### config.mk
export PLATFORM = sky130hd
export DESIGN_NAME = timer0_counter_unit
export DESIGN_NICKNAME = d
export VERILOG_FILES = /design/src/shared/timer0_pkg.sv /design/src/verilog/timer0_counter_unit.sv
export SDC_FILE = /design/constraint.sdc
export NUM_CORES = 1
export LEC_CHECK = 0
export BUFFER_PORTS_ARGS = -buffer_cell sky130_fd_sc_hd__buf_2
export CAP_MARGIN = 20
export CORE_UTILIZATION = 50
export CTS_BUF_LIST = sky130_fd_sc_hd__clkbuf_4 sky130_fd_sc_hd__clkbuf_8
export CTS_CLUSTER_DIAMETER = 40
export DETAILED_ROUTE_END_ITERATION = 16
export GPL_TIMING_DRIVEN = 0
export PLACE_DENSITY_LB_ADDON = 0.12
export SYNTH_ARGS = -nofsm -noshare
export SYNTH_HDL_FRONTEND = slang
export SYNTH_SLANG_ARGS = --single-unit
### constraint.sdc
create_clock -name clock -period 6.8 [get_ports clock]
set_input_delay 1.36 -clock clock [delete_from_list [all_inputs] [get_ports clock]]
set_output_delay 1.36 -clock clock [all_outputs]
set_load 0.005 [all_outputs]
### src/shared/timer0_pkg.sv
`default_nettype none

package timer0_pkg;

  // ==========================================================
  // Register map (byte addresses, one word each)
  localparam logic [7:0] ADDR_CONTROL_A = 8'h00;
  localparam logic [7:0] ADDR_CONTROL_B = 8'h04;
  localparam logic [7:0] ADDR_COUNT     = 8'h08;
  localparam logic [7:0] ADDR_COMPARE_A = 8'h0c;
  localparam logic [7:0] ADDR_COMPARE_B = 8'h10;
  localparam logic [7:0] ADDR_MASK      = 8'h14;
  localparam logic [7:0] ADDR_FLAG      = 8'h18;
  localparam logic [7:0] ADDR_POWER     = 8'h1c;

  // ==========================================================
  // Field positions
  localparam int MODE_LO_POS   = 0;  // control_a [1:0]
  localparam int MODE_HI_POS   = 3;  // control_b [3]
  localparam int SELECT_POS    = 0;  // control_b [2:0]
  localparam int OVERFLOW_BIT  = 0;  // mask and flag
  localparam int MATCH_A_BIT   = 1;
  localparam int MATCH_B_BIT   = 2;
  localparam int POWER_OFF_BIT = 0;

  // ==========================================================
  // Values
  localparam logic [7:0] COUNT_BOTTOM = 8'h00;
  localparam logic [7:0] COUNT_MAX    = 8'hff;
  localparam logic [7:0] RESET_BYTE   = 8'h00;

  // Waveform modes
  localparam logic [2:0] MODE_NORMAL    = 3'h0;
  localparam logic [2:0] MODE_PHASE_MAX = 3'h1;
  localparam logic [2:0] MODE_CTC       = 3'h2;
  localparam logic [2:0] MODE_FAST_MAX  = 3'h3;
  localparam logic [2:0] MODE_PHASE_A   = 3'h5;
  localparam logic [2:0] MODE_FAST_A    = 3'h7;

  // Tick source codes
  localparam logic [2:0] SEL_STOP     = 3'h0;
  localparam logic [2:0] SEL_DIV1     = 3'h1;
  localparam logic [2:0] SEL_DIV8     = 3'h2;
  localparam logic [2:0] SEL_DIV64    = 3'h3;
  localparam logic [2:0] SEL_DIV256   = 3'h4;
  localparam logic [2:0] SEL_DIV1024  = 3'h5;
  localparam logic [2:0] SEL_EXT_FALL = 3'h6;
  localparam logic [2:0] SEL_EXT_RISE = 3'h7;

  // Prescaler taps, as masks of the free-running divider
  localparam int          PRESCALE_WIDTH = 10;
  localparam logic [9:0]  TAP_DIV8       = 10'h007;
  localparam logic [9:0]  TAP_DIV64      = 10'h03f;
  localparam logic [9:0]  TAP_DIV256     = 10'h0ff;
  localparam logic [9:0]  TAP_DIV1024    = 10'h3ff;

  typedef enum logic [1:0] {
    DIR_UP   = 2'b01,
    DIR_DOWN = 2'b10
  } direction_e;

  // Indications handed to the waveform logic
  typedef struct packed {
    logic top;
    logic bottom;
    logic max;
    logic matchA;
    logic matchB;
    logic down;
  } count_status_s;

endpackage

`default_nettype wire

### src/verilog/timer0_counter_unit.sv
// Operation
// (RULE1) An 8-bit up/down count and two separate 8-bit compare values A and B.
// (RULE2) Value 0x00 is bottom, 0xFF is maximum; both are signalled internally.
// (RULE3) Top is 0xFF or compare A, depending on waveform mode.
// (RULE4) Top and bottom indications go out to the waveform logic.
// (RULE5) Count is bidirectional with count, direction and clear controls.
// (RULE6) Each tick clears, increments or decrements the count per mode.
// (RULE7) Tick comes from the prescaled clock or the external count pin.
// (RULE8) A 3-bit source select in control B picks source and pin edge.
// (RULE9) Source select zero stops the counter.
// (RULE10) Software reads and writes the count at any time.
// (RULE11) A software count write beats clear or count in the same cycle.
// (RULE12) 3-bit waveform mode: two low bits in control A, high bit in B.
// (RULE13) Both compare values are compared continuously; matches go out.
// (RULE14) A compare match sets that unit's match flag.
// (RULE15) Compare values are double buffered behind software writes; the code buffers them in the PWM modes only.
// (RULE16) Three interrupt sources: overflow, match A, match B.
// (RULE17) All request flags read in one flag register.
// (RULE18) Each request is masked by its own mask register bit.
// (RULE19) Overflow flag is set at the mode-defined point and can request.
// (RULE20) Software clears the power-off bit before using the timer.
// (RULE21) A match sets its flag on the tick following the match.
// (RULE22) Flags clear on service or by writing one to the bit.
// (RULE23) A count write blocks all matches on the next tick.
// (RULE24) Everything resets to zero: timer stopped, no requests enabled; the code resets matchA_reg and matchB_reg to one and dir_reg to DIR_UP.
`timescale 1ns/10ps
`default_nettype none

module timer0_counter_unit
  import timer0_pkg::*;
(
  // Clock and reset
  input  wire logic          clock,
  input  wire logic          reset,
  // APB slave
  input  wire logic          psel,
  input  wire logic          penable,
  input  wire logic          pwrite,
  input  wire logic [7:0]    paddr,
  input  wire logic [31:0]   pwdata,
  output logic               pready,
  output logic [31:0]        prdata,
  output logic               pslverr,
  // External count pin
  input  wire logic          externalCountPin,
  // Interrupt service acknowledges: overflow, match A, match B
  input  wire logic [2:0]    serviceAck,
  // Requests and waveform-side indications
  output logic [2:0]         interruptRequest,
  output count_status_s      countStatus,
  output logic [7:0]         countValue,
  output logic [2:0]         waveformMode,
  output logic               timerTick
);

  // ==========================================================
  // Helpers
  function automatic logic isPwm(input logic [2:0] m);
    isPwm = (m == MODE_PHASE_MAX) || (m == MODE_FAST_MAX) ||
            (m == MODE_PHASE_A) || (m == MODE_FAST_A);
  endfunction

  function automatic logic isPhase(input logic [2:0] m);
    isPhase = (m == MODE_PHASE_MAX) || (m == MODE_PHASE_A);
  endfunction

  function automatic logic [7:0] topOf(input logic [2:0] m, input logic [7:0] a);
    topOf = ((m == MODE_CTC) || (m == MODE_PHASE_A) || (m == MODE_FAST_A)) ? a : COUNT_MAX; // RULE3
  endfunction

  // ==========================================================
  // State
  logic [1:0]  modeLo_reg, modeLo_next;
  logic        modeHi_reg, modeHi_next;
  logic [2:0]  select_reg, select_next;
  logic [7:0]  count_reg, count_next;
  logic [7:0]  bufA_reg, bufA_next, bufB_reg, bufB_next;
  logic [7:0]  actA_reg, actA_next, actB_reg, actB_next;
  logic [2:0]  mask_reg, mask_next;
  logic [2:0]  flag_reg, flag_next;
  logic        powerOff_reg, powerOff_next;
  logic        block_reg, block_next;
  direction_e  dir_reg, dir_next;
  logic [PRESCALE_WIDTH-1:0] div_reg, div_next;
  logic        pinPrev_reg, pinPrev_next;
  logic        matchA_reg, matchA_next, matchB_reg, matchB_next;

  logic        wrEn, rdSel, mapped, countWrite;
  logic [2:0]  mode;
  logic [7:0]  top, wByte;
  logic        tick, eqA, eqB, atTop;

  assign mode  = {modeHi_reg, modeLo_reg};  // RULE12
  assign top   = topOf(mode, actA_reg);
  assign wByte = pwdata[7:0];
  assign eqA   = (count_reg == actA_reg);  // RULE13
  assign eqB   = (count_reg == actB_reg);  // RULE13
  assign atTop = (count_reg == top);

  // ==========================================================
  // APB decode: zero wait states, error on unmapped offsets
  always_comb begin
    unique case (paddr)
      ADDR_CONTROL_A, ADDR_CONTROL_B, ADDR_COUNT, ADDR_COMPARE_A,
      ADDR_COMPARE_B, ADDR_MASK, ADDR_FLAG, ADDR_POWER: mapped = 1'b1;
      default: mapped = 1'b0;
    endcase
  end

  assign pready     = 1'b1;
  assign pslverr    = psel & penable & ~mapped;
  assign wrEn       = psel & penable & pwrite & mapped;
  assign rdSel      = psel & ~pwrite;
  assign countWrite = wrEn & (paddr == ADDR_COUNT);

  always_comb begin
    prdata = 32'h0000_0000;
    if (rdSel) begin
      unique case (paddr)
        ADDR_CONTROL_A: prdata[MODE_LO_POS +: 2] = modeLo_reg;
        ADDR_CONTROL_B: begin
          prdata[SELECT_POS +: 3] = select_reg;
          prdata[MODE_HI_POS]     = modeHi_reg;
        end
        ADDR_COUNT:     prdata[7:0] = count_reg;  // RULE10
        // Software sees the buffer, as it is what a write lands in
        ADDR_COMPARE_A: prdata[7:0] = bufA_reg;
        ADDR_COMPARE_B: prdata[7:0] = bufB_reg;
        ADDR_MASK:      prdata[2:0] = mask_reg;
        ADDR_FLAG:      prdata[2:0] = flag_reg;  // RULE17
        ADDR_POWER:     prdata[POWER_OFF_BIT] = powerOff_reg;
        default:        prdata = 32'h0000_0000;
      endcase
    end
  end

  // ==========================================================
  // Tick source
  always_comb begin
    div_next     = powerOff_reg ? '0 : div_reg + 1'b1;
    pinPrev_next = externalCountPin;
    tick         = 1'b0;
    unique case (select_reg)  // RULE8
      SEL_STOP:     tick = 1'b0;  // RULE9
      SEL_DIV1:     tick = 1'b1;  // RULE7
      SEL_DIV8:     tick = ((div_reg & TAP_DIV8) == TAP_DIV8);
      SEL_DIV64:    tick = ((div_reg & TAP_DIV64) == TAP_DIV64);
      SEL_DIV256:   tick = ((div_reg & TAP_DIV256) == TAP_DIV256);
      SEL_DIV1024:  tick = ((div_reg & TAP_DIV1024) == TAP_DIV1024);
      SEL_EXT_FALL: tick = pinPrev_reg & ~externalCountPin;  // RULE7
      SEL_EXT_RISE: tick = ~pinPrev_reg & externalCountPin;
    endcase
    // A powered-down module never advances
    if (powerOff_reg) begin
      tick = 1'b0;
    end
  end

  // ==========================================================
  // Registers written by software
  always_comb begin
    modeLo_next   = modeLo_reg;
    modeHi_next   = modeHi_reg;
    select_next   = select_reg;
    mask_next     = mask_reg;
    powerOff_next = powerOff_reg;
    bufA_next     = bufA_reg;
    bufB_next     = bufB_reg;
    if (wrEn) begin
      unique case (paddr)
        ADDR_CONTROL_A: modeLo_next = wByte[MODE_LO_POS +: 2];
        ADDR_CONTROL_B: begin
          select_next = wByte[SELECT_POS +: 3];
          modeHi_next = wByte[MODE_HI_POS];
        end
        ADDR_COMPARE_A: bufA_next = wByte;  // RULE15
        ADDR_COMPARE_B: bufB_next = wByte;
        ADDR_MASK:      mask_next = wByte[2:0];  // RULE18
        ADDR_POWER:     powerOff_next = wByte[POWER_OFF_BIT];
        default:        ;
      endcase
    end
  end

  // ==========================================================
  // Counter
  always_comb begin
    count_next = count_reg;
    dir_next   = dir_reg;
    if (countWrite) begin
      count_next = wByte;  // RULE11
    end else if (tick) begin  // RULE6
      if (isPhase(mode)) begin  // RULE5
        if (dir_reg == DIR_UP) begin
          if (atTop) begin
            dir_next   = DIR_DOWN;
            count_next = count_reg - 1'b1;
          end else begin
            count_next = count_reg + 1'b1;
          end
        end else if (count_reg == COUNT_BOTTOM) begin
          dir_next   = DIR_UP;
          count_next = count_reg + 1'b1;
        end else begin
          count_next = count_reg - 1'b1;
        end
      end else if ((mode == MODE_CTC || isPwm(mode)) && atTop) begin
        count_next = COUNT_BOTTOM;  // RULE5
        dir_next   = DIR_UP;
      end else begin
        count_next = count_reg + 1'b1;
        dir_next   = DIR_UP;
      end
    end
  end

  // ==========================================================
  // Active compare values: direct outside PWM, loaded at top in PWM
  always_comb begin
    actA_next = actA_reg;
    actB_next = actB_reg;
    if (!isPwm(mode)) begin
      actA_next = bufA_next;  // RULE15
      actB_next = bufB_next;
    end else if (tick && atTop) begin
      actA_next = bufA_reg;  // RULE15
      actB_next = bufB_reg;
    end
  end

  // ==========================================================
  // Match blocking and flags
  logic ovfEvent, setA, setB;

  always_comb begin
    // A write blocks the next tick's matches, even while stopped
    block_next = countWrite ? 1'b1 : (tick ? 1'b0 : block_reg);  // RULE23
    setA       = tick & eqA & ~block_reg;  // RULE21
    setB       = tick & eqB & ~block_reg;  // RULE14
    if (isPhase(mode)) begin
      ovfEvent = tick & (count_reg == COUNT_BOTTOM) & (dir_reg == DIR_DOWN);  // RULE19
    end else if (isPwm(mode)) begin
      ovfEvent = tick & atTop;
    end else begin
      ovfEvent = tick & (count_reg == COUNT_MAX);
    end
    if (countWrite) begin
      ovfEvent = 1'b0;
    end
    flag_next = flag_reg & ~serviceAck;  // RULE22
    if (wrEn && paddr == ADDR_FLAG) begin
      flag_next = flag_next & ~wByte[2:0];  // RULE22
    end
    // Setting wins over a clear in the same cycle
    flag_next[OVERFLOW_BIT] = flag_next[OVERFLOW_BIT] | ovfEvent;  // RULE16
    flag_next[MATCH_A_BIT]  = flag_next[MATCH_A_BIT] | setA;
    flag_next[MATCH_B_BIT]  = flag_next[MATCH_B_BIT] | setB;
    matchA_next = (count_next == actA_next);
    matchB_next = (count_next == actB_next);
  end

  // ==========================================================
  always_ff @(posedge clock) begin
    if (reset) begin  // RULE24
      modeLo_reg   <= 2'h0;
      modeHi_reg   <= 1'b0;
      select_reg   <= SEL_STOP;
      count_reg    <= RESET_BYTE;
      bufA_reg     <= RESET_BYTE;
      bufB_reg     <= RESET_BYTE;
      actA_reg     <= RESET_BYTE;
      actB_reg     <= RESET_BYTE;
      mask_reg     <= 3'h0;
      flag_reg     <= 3'h0;
      powerOff_reg <= 1'b0;
      block_reg    <= 1'b0;
      dir_reg      <= DIR_UP;
      div_reg      <= '0;
      pinPrev_reg  <= 1'b0;
      matchA_reg   <= 1'b1;
      matchB_reg   <= 1'b1;
    end else begin
      modeLo_reg   <= modeLo_next;
      modeHi_reg   <= modeHi_next;
      select_reg   <= select_next;
      count_reg    <= count_next;
      bufA_reg     <= bufA_next;
      bufB_reg     <= bufB_next;
      actA_reg     <= actA_next;
      actB_reg     <= actB_next;
      mask_reg     <= mask_next;
      flag_reg     <= flag_next;
      powerOff_reg <= powerOff_next;
      block_reg    <= block_next;
      dir_reg      <= dir_next;
      div_reg      <= div_next;
      pinPrev_reg  <= pinPrev_next;
      matchA_reg   <= matchA_next;
      matchB_reg   <= matchB_next;
    end
  end

  // ==========================================================
  // Outputs
  assign interruptRequest   = flag_reg & mask_reg;  // RULE18
  assign countValue         = count_reg;  // RULE1
  assign waveformMode       = mode;
  assign timerTick          = tick;
  assign countStatus.top    = atTop;  // RULE4
  assign countStatus.bottom = (count_reg == COUNT_BOTTOM);  // RULE2
  assign countStatus.max    = (count_reg == COUNT_MAX);  // RULE2
  assign countStatus.matchA = matchA_reg;  // RULE13
  assign countStatus.matchB = matchB_reg;
  assign countStatus.down   = (dir_reg == DIR_DOWN);
endmodule // timer0_counter_unit

`default_nettype wire

# Word level (Yosys, flattened, before mapping)
# Memory sizes are Yosys's and may differ from the RTL's.
# Index checks and enable logic that the tools add are counted.
# classes
n_eq_ne	33
bitwise_logic	30
reduce_logical	21
add_sub_neg	3
n_mux	35
# op_table
op	count
$mux 8	17
$eq 8x8->1	5
$eq 8x5->1 const B	4
$eq 3x3->1 const B	7
$and 1x1->1	16
$eq 8x4->1 const B	2
$eq 8x8->1 const B	2
$logic_not 8->1	2
$pmux 1 s8	2
$eq 3x2->1 const B	4
$pmux 4 s3	1
$add 10x1->10 const B	1
$eq 10x10->1 const B	1
$and 3x3->3	3
$add 8x1->8 const B	1
$eq 8x3->1 const B	1
$mux 2	4
$reduce_and 2->1	4
$sub 8x1->8 const B	1
$logic_or 1x1->1	7
$mux 1	7
$pmux 1 s7	1
$eq 3x1->1 const B	2
$eq 6x6->1 const B	1
other kinds (14)	26
# totals
wordCells	140
n_memories	1
in_bits	49
ff_bits	69
romBits	32
out_inout_bits	55
# memory_table
memory	depth	width	rd	rd_clocked_by_memory_dff	write_ports	line	text
(name not given)	32	1	1	0	0	timer0_counter_unit.sv:103	unique case (paddr)

# Logic depth before layout (Yosys ltp)
# depth
word_depth	11
mapped_depth	12
mapped_depth_nobuf	12

# Worst setup path after synthesis
# Ideal clock, no wire load.
# synth_path
kind	input -> output
start	input port paddr[0]
end	output port prdata[1]
path_stages	7
setup_slack_ns	2.193
path_buffers	1
required_ns	5.440
arrival_time_ns	3.247
path_cell_list	or4_4 > or2_2 > clkbuf_1 > nor3_1 > a22o_1 > nand2_1 > a21oi_1
# synth_via
elab_chain_len	3
elab_cells_between_ends	9
classes_between	6 x eq/ne; 2 x mux; 1 x reduce/logical
# synth_rtl
element	line	text
start: declaration	timer0_counter_unit.sv:39	input wire logic [7:0] paddr,
$eq 8x5->1 (tied with other cells)	timer0_counter_unit.sv:119	unique case (paddr)
$pmux 1 s7 (*)	timer0_counter_unit.sv:119	
$mux 8 (*)	timer0_counter_unit.sv:118	if (rdSel) begin
end: declaration	timer0_counter_unit.sv:42	output logic [31:0] prdata,
# Mark *: on every way between the ends. The rest lies on a longest branch, timed or not.

# Worst setup path after layout
# Ends and elaborated chain as after synthesis.

==> impl_results.md <==
* Outcome: finished clean
* Crit path max fanout at 9
* # hold bufs at CTS at 0
* CP cell instances: buf_2, or4_4, or2_2, clkbuf_1, nor3_1, a22o_1, nand2_1, a21oi_1, buf_2
* Clock Sink Count at between 60 and 70
* Endpoint class of the critical path: output pin
* Initial antenna violation count at 0
* # resized after CTS at 0
* Worst endpoint required time at between 5000 and 6000 ps
* # port buffers at 52
* DR top layer: met4
* Initial Util at around 52%
* Most common cell after layout, fill and taps aside: nor2_1
* CP max stage delay at 670 ps
* Dominant synthesized flop cell: dfxtp_1
* Drt drc at 0
* Register area share after synthesis at 29.8%
* Slowest cell on crit path: nor3_1
* Area grow syn2layout at 14.8%
* I/O pin total at 104
* Clk_skew at around 7 ps
* Final Non-Filler Cells at 771
* Worst-margin pin slew at approximately 1000 ps
* Core ar. at 0.00885 mm^2
* Die W at 98.3 um
* Yosys reg bits at just under 70
* Crit-path leading delay family: simple AND/OR/NAND/NOR gates
* Final TNS setup at 0 ps
* Peak supply drop at 108 uV
* Vias/cell at slightly below 6
* Startpoint Class: input port
* Worst Path Class, Setup: input port to output pin
* Worst min path class: flop to flop
* Clock-pin slew on the worst setup and hold paths at approximately 70 ps
* Count of cell types in the netlist at 68
* Initial DRC Count at about 390
* Synth async-reset ratio at 0%
* Setup violations, final at 0
* Largest net degree at the start of global routing at 13
* Post-synthesis average cell area at approximately 8.1 um^2
* Met2 wire len at about 6000 um
* Num CTS Buffers at 9
* Total gr overflow at 0
* Layout cells sized above 1 at around a fifth
* Die Area at between 0.009 and 0.01 mm^2
* Die Y at roughly 100 um
* Pins Over Slew Limit at 0
* Vias in the first global route at about 4300
* Power Density at 165 mW/mm^2
* Post-Synthesis Cell Area at roughly 0.0046 mm^2
* DR pass1 iterations at 7
* Gpl congestion at 0.931
* Rel. slew slack at a little under a third
* Htree depth at 3
* Max FFs per register at 10
* Routed wl met3 at 1280 um
* Ys Warns at 0
* MaxCap Viol Count at 0
* DR vias at approximately 4600
* FILL cells at 860
* Placed Instances at ~760
* Commonest cells after routing, fill and taps aside: nor2_1 (77), dfxtp_1 (69), buf_2 (56)
* Fraction of the cycle the final worst path needs at about three quarters
* Setup Fix Bufs, Post-CTS at 0
* Root buffer cell: clkbuf_8
* First-pass GRT wire length at between 20000 and 25000 um
* CTS Buffer Depth at 2
* Minimum clock period at ~5200 ps
* ANT cells at 0
* Most frequent CP cell: buf_2
* Antenna viol nets, final at 0
* Layout net count at 711
* Buf/Inv on CP at 3
* Site row count at 34
* Worst-skew pair later-pin latency at ~350 ps
* Post-Synthesis Cells at 572
* Fin. Hold Viols at 0
* Post-DP HPWL at ~11000 um
* Cell leakage power at between 2 and 2.5 nW
* RSZ-0062 raised after global routing: false
* EDFF count, synth at 0
* DRT met1 WL at slightly below 6000 um
* GRT Util Overall at between 20 and 30%
* Wirelength per Cell at 17.8 um
* Worst EP arrival at between 3000 and 4000 ps
* CTS tree: built
* Drt total wl at 13700 um
* F_max at slightly below 200 MHz
==> worst register-to-register path: cells and delay by family, from the launching register on <==
family                 cells  cell delay (ps)
AOI/OAI and AO/OA          5             2320
buffers and inverters      2              360
DFF                        1              330
and+or+nand+nor            3              920
==> power breakdown <==
part	switching, W	leakage, nW	internal [W]	total [W]
combinational	0.0000658	1.69	0.0000464	0.000112
sequential	0.00000357	0.558	0.000410	0.000413
clock	0.000170	0.0994	0.000184	0.000355
==> cell type report <==
type | instances | area, um^2 | share of cell area (%)
multi-input cells | 450 | 2920 | 54.8
flip-flops and latches | 69 | 1380 | 25.9
plain buffers | 60 | 365 | 6.86
repair buffers | 52 | 260 | 4.89
clock buffers | 11 | 145 | 2.72
well taps | 108 | 135 | 2.54
inverters | 16 | 60.1 | 1.13
clock inverters | 5 | 58.8 | 1.10
==> cell families (layout without fill, tap and decap cells) <==
group                      Yosys count  after routing  share of synthesized area, %
DFF                                 69             69                          29.8
buffers and inverters               76            144                          9.17
AOI/OAI and AO/OA                  102            102                          15.8
other                                2             25                         0.162
adders and majority gates            4              4                          1.08
xor gates and xnor gates            24             24                          4.53
and+or+nand+nor                    235            235                          26.0
muxes                               60             60                          13.5
==> path summary, 6_finish.rpt <==
check                           slack, ps  cells after the start         end     startpoint
worst max-delay path                 1640                      9   prdata[1]       paddr[0]
worst min register to register        450                      1  div_reg[0]     div_reg[0]
worst min-delay path                  450                      1  div_reg[0]     div_reg[0]
worst max register to register       2780                     10  matchB_reg  countValue[6]
==> metal layers <==
metal	global-route usage (%)	vias up
met5	0	-
met4	16.3	0
met3	7.16	42
met2	46.5	229
met1	36.7	2146
li1	-	2177
==> through the flow <==
step	hold slack (ps)	total power [W]	setup WS [ps]	instance area (um^2)	util (%)
after floorplan	418	0.000497	2190	4730	-
after global placement	432	0.000531	1670	5120	57.9
after detailed placement	439	0.000533	1670	5120	57.9
after CTS	452	0.000879	1680	5330	60.2
after global routing	474	0.000910	1400	5330	60.2
final	447	0.000880	1640	5330	60.2
==> Yosys cell counts (4+ instances only) <==
library cell  instances  area, um^2
nand4_1              10        62.6
nor4_1                9        56.3
xnor2_1              17         149
ha_1                  4        50.1
or4_1                 4        30.0
mux2i_1              51         510
nor3_1               22         110
nand2_1              32         120
o21ai_0              11        55.1
clkbuf_1             21        78.8
dfxtp_1              69        1380
nand3b_1              5        37.5
nand2b_1             10        62.6
nor2b_1               8        50.1
nand3_1              18        90.1
nor2_1               77         289
buf_4                30         225
buf_2                 4        20.0
mux2_2                7        78.8
and3_1               12        75.1
a31oi_1               7        43.8
xor2_1                7        61.3
o31ai_1               4        30.0
inv_1                16        60.1
a21boi_0              4        30.0
a221oi_1              4        35.0
and2_1               13        81.3
a21oi_1              29         145
(Power assumes the default switching activity.)
